File: src/uhet_pkg.sv
package uhet_pkg;

  // ----------------------------------------------------------------
  // timing figures, as printed, and derived clock counts
  // ----------------------------------------------------------------
  localparam int unsigned CLK_MHZ = 200;
  localparam int unsigned CLK_PS = 5000;
  // short SE0 filter, ns
  localparam int unsigned SE0_FILT_NS = 2500;
  localparam int unsigned SE0_FILT_CYC = (SE0_FILT_NS * 1000 + CLK_PS - 1) / CLK_PS;
  // full-speed chirp start point, us (inside 2.5 us .. 3000 us)
  localparam int unsigned FS_CHIRP_US = 2500;
  // high-speed revert, us: 3.0 ms min, 3.125 ms max
  localparam int unsigned HS_REV_MIN_US = 3000;
  localparam int unsigned HS_REV_MAX_US = 3125;
  localparam int unsigned HS_REV_US = 3050;
  // settle after fallback (100 .. 875), us
  localparam int unsigned FALLBACK_US = 100;
  // chirp K length, us (>= 1.0 ms, must end before 7.0 ms from SE0)
  localparam int unsigned CHIRP_K_US = 1500;
  localparam int unsigned CHIRP_END_MAX_US = 7000;
  // returning chirp to high-speed, us (<= 500)
  localparam int unsigned TO_HS_US = 400;
  // no returning chirp to full-speed, us (1.0 .. 2.5 ms)
  localparam int unsigned NO_CHIRP_US = 2000;
  // reset recovery, us (<= 10 ms)
  localparam int unsigned RECOVERY_US = 8000;
  // control request limits, us
  localparam int unsigned REQ_NODATA_US = 50000;
  localparam int unsigned REQ_DATA_US = 500000;
  localparam int unsigned REQ_LAST_US = 50000;
  // full-speed bit time, ps (12 Mb/s)
  localparam int unsigned FS_BIT_PS = 83333;
  localparam int unsigned IPD_MIN_CYC = (2 * FS_BIT_PS + CLK_PS - 1) / CLK_PS;
  localparam int unsigned RSP_MAX_CYC = (13 * FS_BIT_PS / 2) / CLK_PS;

  localparam int unsigned US_CYC = CLK_MHZ;

  // ----------------------------------------------------------------
  // carriers
  // ----------------------------------------------------------------
  typedef enum logic [1:0] {
    UHET_REQ_NONE,
    UHET_REQ_NODATA,
    UHET_REQ_DATA,
    UHET_REQ_LAST
  } uhet_req_type;

  typedef struct packed {
    logic se0;
    logic chirp_back;
    logic suspended;
    logic hs_capable;
  } uhet_line_type;

  typedef struct packed {
    logic high_speed;
    logic chirp_k;
    logic bus_reset;
    logic ready;
  } uhet_link_type;

endpackage : uhet_pkg

File: src/uhet_timers.sv
// Operation
// - high-speed SE0 3.0-3.125 ms reverts to full-speed
// - awake full-speed chirp starts 2.5 us-3000 us
// - suspended hub needs 2.5 us SE0 first
// - wait 100-875 after fallback before chirp
// - upstream chirp K lasts at least 1.0 ms
// - chirp K over within 7.0 ms of SE0
// - returning chirp gives high-speed within 500 us
// - no returning chirp: full-speed in 1.0-2.5 ms
// - non-HS hub detects reset in 2.5-10000 us
// - ready for traffic within 10 ms of reset
// - full-speed gap at least 2, reply within 6.5
// - no-data request done within 50 ms
// - non-final data packet within 500 ms
// - final data packet within 50 ms
module uhet_timers #(
  parameter int unsigned US_CYC = uhet_pkg::US_CYC,
  parameter int unsigned FS_CHIRP_US = uhet_pkg::FS_CHIRP_US,
  parameter int unsigned HS_REV_US = uhet_pkg::HS_REV_US,
  parameter int unsigned FALLBACK_US = uhet_pkg::FALLBACK_US,
  parameter int unsigned CHIRP_K_US = uhet_pkg::CHIRP_K_US,
  parameter int unsigned TO_HS_US = uhet_pkg::TO_HS_US,
  parameter int unsigned NO_CHIRP_US = uhet_pkg::NO_CHIRP_US,
  parameter int unsigned RECOVERY_US = uhet_pkg::RECOVERY_US,
  parameter int unsigned REQ_NODATA_US = uhet_pkg::REQ_NODATA_US,
  parameter int unsigned REQ_DATA_US = uhet_pkg::REQ_DATA_US,
  parameter int unsigned REQ_LAST_US = uhet_pkg::REQ_LAST_US
) (
  input wire logic clk_i,
  input wire logic nrst_i,
  input wire uhet_pkg::uhet_line_type line_i,
  input wire logic rx_eop_i,
  input wire logic tx_start_i,
  input wire uhet_pkg::uhet_req_type req_i,
  input wire logic req_done_i,
  output uhet_pkg::uhet_link_type link_o,
  output logic tx_allow_o,
  output logic rsp_late_o,
  output logic req_late_o
);

  // ----------------------------------------------------------------
  // input synchronisers
  // ----------------------------------------------------------------
  uhet_pkg::uhet_line_type line_m_q, line_s_q;
  always_ff @(posedge clk_i or negedge nrst_i) begin
    if (!nrst_i) begin
      line_m_q <= '0;
      line_s_q <= '0;
    end else begin
      line_m_q <= line_i;
      line_s_q <= line_m_q;
    end
  end

  // ----------------------------------------------------------------
  // microsecond tick and SE0 length
  // ----------------------------------------------------------------
  logic [15:0] pre_q;
  logic [31:0] se0_us_q, st_us_q;
  logic [15:0] se0_f_q;
  wire tick = (pre_q == 16'(US_CYC - 1));
  wire se0 = line_s_q.se0;
  // filtered SE0: unbroken for the short filter time
  wire se0_filt = (se0_f_q >= 16'(uhet_pkg::SE0_FILT_CYC));

  always_ff @(posedge clk_i or negedge nrst_i) begin
    if (!nrst_i) begin
      pre_q <= 16'H0000;
      se0_f_q <= 16'H0000;
    end else begin
      pre_q <= tick ? 16'H0000 : pre_q + 16'H0001;
      se0_f_q <= !se0 ? 16'H0000 : (se0_filt ? se0_f_q : se0_f_q + 16'H0001);
    end
  end

  // ----------------------------------------------------------------
  // reset / chirp state machine
  // ----------------------------------------------------------------
  typedef enum logic [2:0] {
    S_FS, S_HS, S_SETTLE, S_CHIRP, S_WAIT_BACK, S_GO_HS, S_RECOVER
  } uhet_state_type;
  uhet_state_type st_q, st_d;
  logic [31:0] chirp_start_q;

  // awake full-speed hub chirps at a fixed point in its window
  wire fs_reset = se0_filt && line_s_q.hs_capable && (se0_us_q >= FS_CHIRP_US);
  // non high-speed capable hub takes the filtered SE0 as reset
  wire fs_plain = se0_filt && !line_s_q.hs_capable;
  // suspended hub starts as soon as the filter passes
  wire susp_go = se0_filt && line_s_q.suspended && line_s_q.hs_capable;
  // high-speed idle SE0 past the revert point
  wire hs_rev = se0 && (se0_us_q >= HS_REV_US);

  always_comb begin
    st_d = st_q;
    case (st_q)
      S_FS: begin
        if (susp_go || fs_reset) st_d = S_CHIRP;
        else if (fs_plain) st_d = S_RECOVER;
      end
      S_HS: if (hs_rev) st_d = S_SETTLE;
      S_SETTLE: if (st_us_q >= FALLBACK_US) st_d = se0 ? S_CHIRP : S_RECOVER;
      S_CHIRP: if (st_us_q >= CHIRP_K_US) st_d = S_WAIT_BACK;
      S_WAIT_BACK: begin
        if (line_s_q.chirp_back) st_d = S_GO_HS;
        else if (st_us_q >= NO_CHIRP_US) st_d = S_RECOVER;
      end
      S_GO_HS: if (st_us_q >= TO_HS_US || !se0) st_d = S_HS;
      S_RECOVER: if (!se0 && st_us_q >= RECOVERY_US) st_d = S_FS;
      default: st_d = S_FS;
    endcase
  end

  // state and its time base; time restarts on every state change
  // recovery is timed from the end of SE0, so it restarts while SE0 lasts
  wire st_restart = (st_d != st_q) || (st_q == S_RECOVER && se0);
  always_ff @(posedge clk_i or negedge nrst_i) begin
    if (!nrst_i) begin
      st_q <= S_FS;
      st_us_q <= 32'H0000_0000;
    end else begin
      st_q <= st_d;
      st_us_q <= st_restart ? 32'H0000_0000 : st_us_q + {31'H0, tick};
    end
  end

  // se0 age; restarts on high-speed entry, else the tail of the reset
  // itself would look like an idle SE0 and revert at once
  wire hs_entry = (st_d == S_HS) && (st_q != S_HS);
  always_ff @(posedge clk_i or negedge nrst_i) begin
    if (!nrst_i) begin
      se0_us_q <= 32'H0000_0000;
    end else begin
      se0_us_q <= (!se0 || hs_entry) ? 32'H0000_0000 : se0_us_q + {31'H0, tick};
    end
  end

  // se0 age at chirp start, kept for the chirp end limit
  always_ff @(posedge clk_i or negedge nrst_i) begin
    if (!nrst_i) begin
      chirp_start_q <= 32'H0000_0000;
    end else if (st_d == S_CHIRP && st_q != S_CHIRP) begin
      chirp_start_q <= se0_us_q;
    end
  end

  // registered link outputs
  always_ff @(posedge clk_i or negedge nrst_i) begin
    if (!nrst_i) begin
      link_o <= '0;
    end else begin
      link_o.high_speed <= (st_d == S_HS);
      link_o.chirp_k <= (st_d == S_CHIRP);
      link_o.bus_reset <= (st_d != S_FS) && (st_d != S_HS);
      link_o.ready <= (st_d == S_FS) || (st_d == S_HS);
    end
  end

  // ----------------------------------------------------------------
  // full-speed packet gap and response timing
  // ----------------------------------------------------------------
  logic [7:0] gap_q;
  logic rsp_wait_q;
  wire gap_ok = (gap_q >= 8'(uhet_pkg::IPD_MIN_CYC));
  // count runs on to the reply limit, so one counter serves both checks
  wire gap_full = (gap_q >= 8'(uhet_pkg::RSP_MAX_CYC));
  always_ff @(posedge clk_i or negedge nrst_i) begin
    if (!nrst_i) begin
      gap_q <= 8'H00;
      rsp_wait_q <= 1'b0;
      tx_allow_o <= 1'b0;
      rsp_late_o <= 1'b0;
    end else begin
      gap_q <= rx_eop_i ? 8'H00 : (gap_full ? gap_q : gap_q + 8'H01);
      rsp_wait_q <= rx_eop_i ? 1'b1 : (tx_start_i ? 1'b0 : rsp_wait_q);
      // transmit only after the least gap
      tx_allow_o <= !rx_eop_i && (gap_ok || gap_q == 8'(uhet_pkg::IPD_MIN_CYC - 1));
      // answer must start inside 6.5 bit times, else flagged
      rsp_late_o <= rsp_wait_q && !tx_start_i && (gap_q >= 8'(uhet_pkg::RSP_MAX_CYC));
    end
  end

  // ----------------------------------------------------------------
  // control request watchdog
  // ----------------------------------------------------------------
  logic [31:0] req_us_q, req_lim_q;
  logic req_run_q;
  // limit chosen by request kind
  wire [31:0] req_lim = (req_i == uhet_pkg::UHET_REQ_DATA) ? REQ_DATA_US :
                        (req_i == uhet_pkg::UHET_REQ_LAST) ? REQ_LAST_US : REQ_NODATA_US;
  always_ff @(posedge clk_i or negedge nrst_i) begin
    if (!nrst_i) begin
      req_us_q <= 32'H0000_0000;
      req_lim_q <= 32'H0000_0000;
      req_run_q <= 1'b0;
      req_late_o <= 1'b0;
    end else begin
      if (req_i != uhet_pkg::UHET_REQ_NONE) begin
        req_run_q <= 1'b1;
        req_us_q <= 32'H0000_0000;
        req_lim_q <= req_lim;
      end else if (req_done_i) begin
        req_run_q <= 1'b0;
      end else begin
        req_us_q <= req_us_q + {31'H0, tick & req_run_q};
      end
      req_late_o <= req_run_q && !req_done_i && (req_us_q >= req_lim_q);
    end
  end
endmodule // uhet_timers

File: config.mk
export PLATFORM = sky130hd
export DESIGN_NAME = uhet_timers
export DESIGN_NICKNAME = d
export VERILOG_FILES = /design/src/uhet_pkg.sv /design/src/uhet_timers.sv
export SDC_FILE = /design/constraint.sdc
export NUM_CORES = 1
export LEC_CHECK = 0
export ABC_AREA = 1
export BUFFER_PORTS_ARGS = -buffer_cell sky130_fd_sc_hd__buf_2
export CORE_MARGIN = 2
export CORE_UTILIZATION = 40
export DETAILED_ROUTE_END_ITERATION = 8
export PLACE_DENSITY = 0.56
export SYNTH_ARGS = -nofsm -noshare
export SYNTH_HDL_FRONTEND = slang
export SYNTH_SLANG_ARGS = --single-unit
File: constraint.sdc
create_clock -name clk_i -period 2.59 [get_ports clk_i]
set_clock_uncertainty 0.1 [all_clocks]
set_input_delay 0.1295 -clock clk_i [delete_from_list [all_inputs] [get_ports clk_i]]
set_output_delay 0.1295 -clock clk_i [all_outputs]
set_load 0.05 [all_outputs]
==> results.py, run 1 <==
metrics = {
    "status": {
        "status": "finished with violations",
        "failed_checks": "setup timing",
    },
    "die": {
        "ios": 18,
        "die_w_um": 153,
        "die_area_mm2": 0.0233,
        "die_h_um": 153,
        "num_rows": 54,
        "core_area_mm2": 0.0218,
        "start_util": 0.406,
    },
    "critical_path": {
        "reg2reg_from": "pre_q[0]",
        "r2r_setup_slack_ns": -0.24,
        "ff2ff_path_depth": 18,
        "arrival_ns": 3.05,
        "cp-start-kind": "flop",
        "endpoint_kind": "flop",
        "worstPathRequired_ns": 2.81,
        "reg2reg_to": "req_us_q[31]",
        "critPathKind": "flop to flop",
        "cp_max_fo": 5,
    },
    "cts": {
        "h-tree-depth": 4,
        "cts.clk_slew.worst_paths_ns": 0.07,
        "clockRootBuffer": "clkbuf_16",
        "clk_path_buf_depth": 2,
        "clkSinkCount": 159,
        "cts_tree": "yes",
        "numCtsBuffers": 17,
        "insertion_delay_ns": 0.43,
    },
    "worst_hold_path": {
        "min_path_type": "input pin to async pin",
    },
    "yosys": {
        "avgSynthCellArea_um2": 8.06,
        "synth-seq-cells": 159,
        "yosysSeqAreaShare": 0.450,
        "syn_area_mm2": 0.00883,
        "synth_ff_type": "dfrtp_1",
        "netlist-cell-type-count": 41,
        "async_flop_share": 1.00,
        "ys_warn_count": 0,
        "synth_edf_count": 0,
        "syn_nets": 1130,
        "synthCells": 1096,
    },
    "layout": {
        "area_growth_syn_to_layout_pct": 34.1,
        "antennaDiodeCount": 0,
        "final_area_mm2": 0.0118,
        "fin_nets": 1287,
        "drive_gt1_frac": 0.284,
    },
    "detailed_routing": {
        "ant_nets": 0,
        "firstDrtPassIters": 7,
        "met2_length_um": 9670,
        "drt-wirelength-per-cell_um": 13.1,
        "met1_length_um": 9690,
        "vias_per_cell": 4.83,
        "wl_met3_um": 560,
        "drcViolationCount": 0,
        "drtIter0Drc": 395,
        "vias": 7463,
        "top_layer": "met4",
        "drt_wl_total_um": 20200,
    },
    "global_routing": {
        "grt_overflow": 0,
        "grtUsageTotal": 0.177,
        "grt_pass1_vias": 7326,
        "grt_pass1_wl_um": 34300,
        "grt_max_degree": 46,
        "antenna_found_initial": 0,
    },
    "place": {
        "io_buffer_count": 17,
        "gp_congestion": 0.818,
        "dpl_cell_area_mm2": 0.00982,
        "place_ws_ns": -0.256,
        "hpwl_um": 13300,
    },
    "power": {
        "powerDensity_mw_per_mm2": 457,
        "ir_drop_v": 0.000402,
        "power_leakage_nw": 5.69,
        "power_mw": 5.41,
    },
    "sta": {
        "hold_viol_final": 0,
        "drv_slew": 0,
        "max_freq_mhz": 353,
        "fin_ws_ns": -0.244,
        "rsz0062_at_grt": "true",
        "worst_slew_pin_slew_ns": 0.679,
        "relSlewSlack": 0.543,
        "finalCriticalPeriod_ns": 2.83,
        "fin_crit_sh": 1.09,
        "setup_viol": 34,
    },
    "flow_run": {
        "max-cap-violations": 0,
    },
}
[cells in the mapped netlist, types with 7 or more instances]
master	instances	area share
nor3_1	48	0.027
nor2_4	33	0.042
nor2_2	7	0.0050
ha_1	23	0.033
nand2_1	204	0.087
inv_1	154	0.065
xor2_1	43	0.043
nor4_1	15	0.011
o21ai_0	39	0.022
dfrtp_1	159	0.45
xnor2_1	16	0.016
a21oi_1	35	0.020
nand3_1	57	0.032
nand4_1	27	0.019
nor2_1	175	0.074
[cell type report]
type / count / area, um^2
multi-input cells: 764 / 5000
fillers: 1950 / 9910
flip-flops and latches: 159 / 3980
clock inverters: 12 / 183
inverters: 159 / 597
clock buffers: 19 / 453
well taps: 280 / 350
repair buffers: 152 / 1280
[registers in the layout (all words and copies together), names as in the netlist]
| register | flops |
|---|---|
| se0 | 1 |
| tx_allow_o | 1 |
| pre_q | 16 |
| req_lim_q | 3 |
| line_m_q | 4 |
| se0_us_q | 32 |
| gap_q | 8 |
| req_us_q | 32 |
| st_us_q | 32 |
| req_run_q | 1 |
| rsp_late_o | 1 |
| rsp_wait_q | 1 |
| link_o | 4 |
| se0_f_q | 16 |
| req_late_o | 1 |
| line_s_q | 3 |
| st_q | 3 |
[worst max path at each step]
| stage | start | to | slack (ns) | cells past startpoint |
|---|---|---|---|---|
| 2_1_floorplan | pre_q[0] | st_us_q[28] | -0.06 | 17 |
| 3_3_place_gp | pre_q[8] | se0_us_q[31] | -0.26 | 16 |
| 3_5_place_dp | pre_q[1] | se0_us_q[31] | -0.26 | 16 |
| 4_1_cts | pre_q[1] | se0_us_q[31] | -0.16 | 16 |
| 5_1_grt | pre_q[1] | req_us_q[31] | -0.44 | 18 |
| 6_report | pre_q[0] | req_us_q[31] | -0.24 | 18 |
[per-layer routing]
| metal | up-vias | global-route usage |
|---|---|---|
| met5 | - | 0 |
| met4 | 0 | 0.0459 |
| met3 | 24 | 0.0370 |
| met2 | 109 | 0.287 |
| met1 | 3515 | 0.242 |
| li1 | 3815 | - |
[layout by cell type (no fill, tap or decap), types with 8 or more instances in the layout]
master,Yosys,layout
nor3_4,0,9
nor3_1,48,33
nor2_1,175,146
buf_2,3,16
clkbuf_16,0,17
xnor2_1,16,8
inv_2,4,16
nand4_1,27,27
nand3_1,57,48
nand2_4,1,11
nor2_4,33,48
a21oi_1,35,33
buf_6,3,25
o21ai_0,39,31
buf_4,1,95
inv_1,154,142
ha_1,23,16
nand2_2,5,17
nor2_2,7,21
nand2_1,204,182
dlygate4sd3_1,0,11
dfrtp_1,159,158
nor4_1,15,9
xor2_1,43,33
[repair_timing]
action	4_1_cts	5_1_grt
endpoints found under the setup margin	43	71
pin swaps	46	66
endpoints found under the hold margin	116	0
setup buffers	40	22
hold buffers	11	0
resized for setup	87	114
[report_power, final]
part | internal [mW] | switching [mW] | leakage (nW)
combinational | 0.0535 | 0.119 | 3.22
clock | 1.67 | 1.06 | 0.302
sequential | 2.50 | 0.0136 | 2.16
[kinds of logic (layout without fill, tap and decap cells)]
kind of cell    after synthesis  in the layout  synth area share
simple gates                590            590             0.319
compound gates               92             92            0.0569
flops                       159            159             0.450
xor+xnor                     59             59            0.0585
buf+inv                     173            342            0.0824
fa+ha+maj                    23             23            0.0326
[metrics by stage]
step                setup TNS, ns  hold WS, ns  utilization  std cells
global route               -11.32        0.133        0.545       1545
global placement            -3.80     -0.00480        0.452       1453
finish                      -3.10        0.106        0.545       1545
CTS                         -1.90        0.113        0.517       1534
detailed placement          -4.57     -0.00451        0.452       1453
floorplan                 -0.0572       -0.266            -       1096
[critical path, stage by stage (launching register included)]
cell,delay [ns]
dfrtp_1,0.35
ha_2,0.19
nand2_2,0.06
nor3_2,0.18
nand2_1,0.13
nor2_2,0.12
ha_2,0.22
nand2_2,0.07
nor2_4,0.10
nand2_2,0.08
nor2_4,0.11
nand2_2,0.09
nor2_4,0.14
nand2_4,0.08
nor3_4,0.23
nand2_4,0.11
nor3_4,0.19
and2_1,0.14
nor2_1,0.04
No activity file was read; power rests on OpenSTA's default activity.
==> run 2, diff against run 1 <==
--- a/config.mk
+++ b/config.mk
@@ -7,10 +7,11 @@
 export LEC_CHECK = 0
 export ABC_AREA = 1
 export BUFFER_PORTS_ARGS = -buffer_cell sky130_fd_sc_hd__buf_2
+export CORE_ASPECT_RATIO = 0.7
 export CORE_MARGIN = 2
-export CORE_UTILIZATION = 40
+export CORE_UTILIZATION = 59
 export DETAILED_ROUTE_END_ITERATION = 8
-export PLACE_DENSITY = 0.56
+export PLACE_DENSITY = 0.75
 export SYNTH_ARGS = -nofsm -noshare
 export SYNTH_HDL_FRONTEND = slang
 export SYNTH_SLANG_ARGS = --single-unit
==> constraint.sdc (replaced) <==
create_clock -name clk_i -period 3.3 [get_ports clk_i]
set_clock_uncertainty 0.1 [all_clocks]
set_input_delay 0.165 -clock clk_i [delete_from_list [all_inputs] [get_ports clk_i]]
set_output_delay 0.165 -clock clk_i [all_outputs]
set_load 0.05 [all_outputs]
==> results.py, run 2 (synthesis results as in run 1) <==
metrics = {
    "status": {
        "status": "finished, final reports clean",
    },
    "detailed_routing": {
        "vias_per_cell": 5.21,
        "drtIter0Drc": 576,
        "vias": 7030,
        "drt_wl_total_um": 18000,
        "drcViolationCount": 0,
        "firstDrtPassIters": 5,
        "drt-wirelength-per-cell_um": 13.3,
        "ant_nets": 0,
    },
    "cts": {
        "numCtsBuffers": 17,
        "h-tree-depth": 4,
        "insertion_delay_ns": 0.44,
        "clockRootBuffer": "clkbuf_16",
        "cts.clk_slew.worst_paths_ns": 0.07,
        "cts_tree": "yes",
        "clkSinkCount": 159,
        "clk_path_buf_depth": 2,
    },
    "global_routing": {
        "grtUsageTotal": 0.244,
        "antenna_found_initial": 0,
        "grt_overflow": 0,
        "grt_pass1_vias": 6678,
        "grt_max_degree": 82,
        "grt_pass1_wl_um": 30900,
    },
    "layout": {
        "instances_no_fill": 1349,
        "largestRegisters": "req_us_q x32, se0_us_q x32, st_us_q x32",
        "layout_common_cells": "nand2_1 (200), nor2_1 (170), dfrtp_1 (159)",
        "area_growth_syn_to_layout_pct": 12.1,
        "fin_nets": 1175,
        "multiInputGateArea_mm2": 0.00422,
        "post-route-util": 0.675,
        "nFillCells": 1188,
        "seqCellArea_mm2": 0.00398,
        "drive_gt1_frac": 0.121,
        "layout_commonest_cell": "nand2_1",
        "antennaDiodeCount": 0,
    },
    "power": {
        "power_leakage_nw": 4.61,
        "ir_drop_v": 0.000302,
        "powerDensity_mw_per_mm2": 397,
    },
    "die": {
        "die_h_um": 106,
        "core_area_mm2": 0.0147,
        "num_rows": 37,
        "ios": 18,
        "die_area_mm2": 0.0160,
        "start_util": 0.602,
        "die_w_um": 150,
    },
    "critical_path": {
        "critPathKind": "flop to flop",
        "cp_slowest_cell": "dfrtp_1",
        "cp-start-kind": "flop",
        "crit_path_frequent_cell": "ha_1",
        "cp_max_fo": 6,
        "worstPathRequired_ns": 3.51,
        "arrival_ns": 3.19,
        "endpoint_kind": "flop",
        "crit_family": "simple AND/OR/NAND/NOR gates",
        "crit_chain": "ha_1, nand2_1, nor3_2, nand2_2, inv_2, ha_1, ha_1, inv_1, nor2_2, nand2_2, nor2_4, nand4_1, nor2_2, nand2_1, nor3_1, xnor2_1, nor2_4",
        "cpPeakStageDelay_ns": 0.38,
        "cp_num_buf_inv": 2,
    },
    "sta": {
        "relSlewSlack": 0.499,
        "setup_viol": 0,
        "drv_slew": 0,
        "hold_viol_final": 0,
        "worst_slew_pin_slew_ns": 0.751,
        "finalCriticalPeriod_ns": 2.97,
        "max_freq_mhz": 336,
        "fin_crit_sh": 0.901,
    },
    "place": {
        "placed_cells": 1304,
        "gp_congestion": 0.871,
        "hpwl_um": 12800,
        "io_buffer_count": 17,
    },
    "worst_hold_path": {
        "min_path_type": "input pin to async pin",
    },
    "flow_run": {
        "max-cap-violations": 0,
    },
}
## run 2: layout make-up
cell class / count / area share
Multi-Input combinational cell: 764 / 0.426
Sequential cell: 159 / 0.402
Inverter: 159 / 0.0603
Clock buffer: 18 / 0.0444
Timing Repair Buffer: 40 / 0.0320
Tap cell: 195 / 0.0246
Clock inverter: 14 / 0.0110
## run 2: path summary, 6_finish.rpt
path	from	to	slack, ns	depth (start not counted)
worst max-delay path	pre_q[0]	st_us_q[28]	0.33	17
worst min-delay path	nrst_i	req_lim_q[15]	0.21	2
worst max register to register	pre_q[0]	st_us_q[28]	0.33	17
worst min register to register	line_m_q[3]	se0	0.25	0
max in group asynchronous	nrst_i	req_us_q[20]	2.09	3
min in group clk_i	line_m_q[3]	se0	0.25	0
## run 2: timing repair
item | CTS | global route
hold buffers | 11 | 0
setup buffers | 0 | 2
endpoints found under the setup margin | 0 | 29
hold endpoints to repair | 95 | 0
resized for setup | 0 | 22
## run 2: worst reg2reg max path: cells and delay by family (launching register included)
family / cells / cell delay [ns]
adders and majority gates: 3 / 0.58
xor gates and xnor gates: 1 / 0.20
buffers and inverters: 2 / 0.16
and+or+nand+nor: 11 / 1.44
DFF: 1 / 0.38
## run 2: routing by layer
metal  GRT usage  vias to the layer above  wire (um)
li1            -                     3584          -
met1       0.370                     3281       9450
met2       0.353                      153       7500
met3      0.0562                       12        899
met4      0.0600                        0        150
met5           0                        -          0
## run 2: through the flow
step           setup TNS, ns  setup slack (ns)  area, um^2  hold slack (ns)  power (mW)
3_5_place_dp               0            0.0463        9140            0.168        2.13
3_3_place_gp               0             0.211        9140            0.163        2.12
5_1_grt             -0.00918          -0.00918        9900            0.258        4.08
2_1_floorplan              0             0.449        8830           -0.231        2.06
6_report                   0             0.327        9900            0.206        3.93
4_1_cts                    0            0.0464        9800            0.256        3.97
## run 2: report_power, final
group / total [mW] / internal, mW / switching (mW)
clock: 1.83 / 0.992 / 0.842
combinational: 0.123 / 0.0366 / 0.0866
sequential: 1.98 / 1.96 / 0.0124
total: 3.93 / 2.99 / 0.941
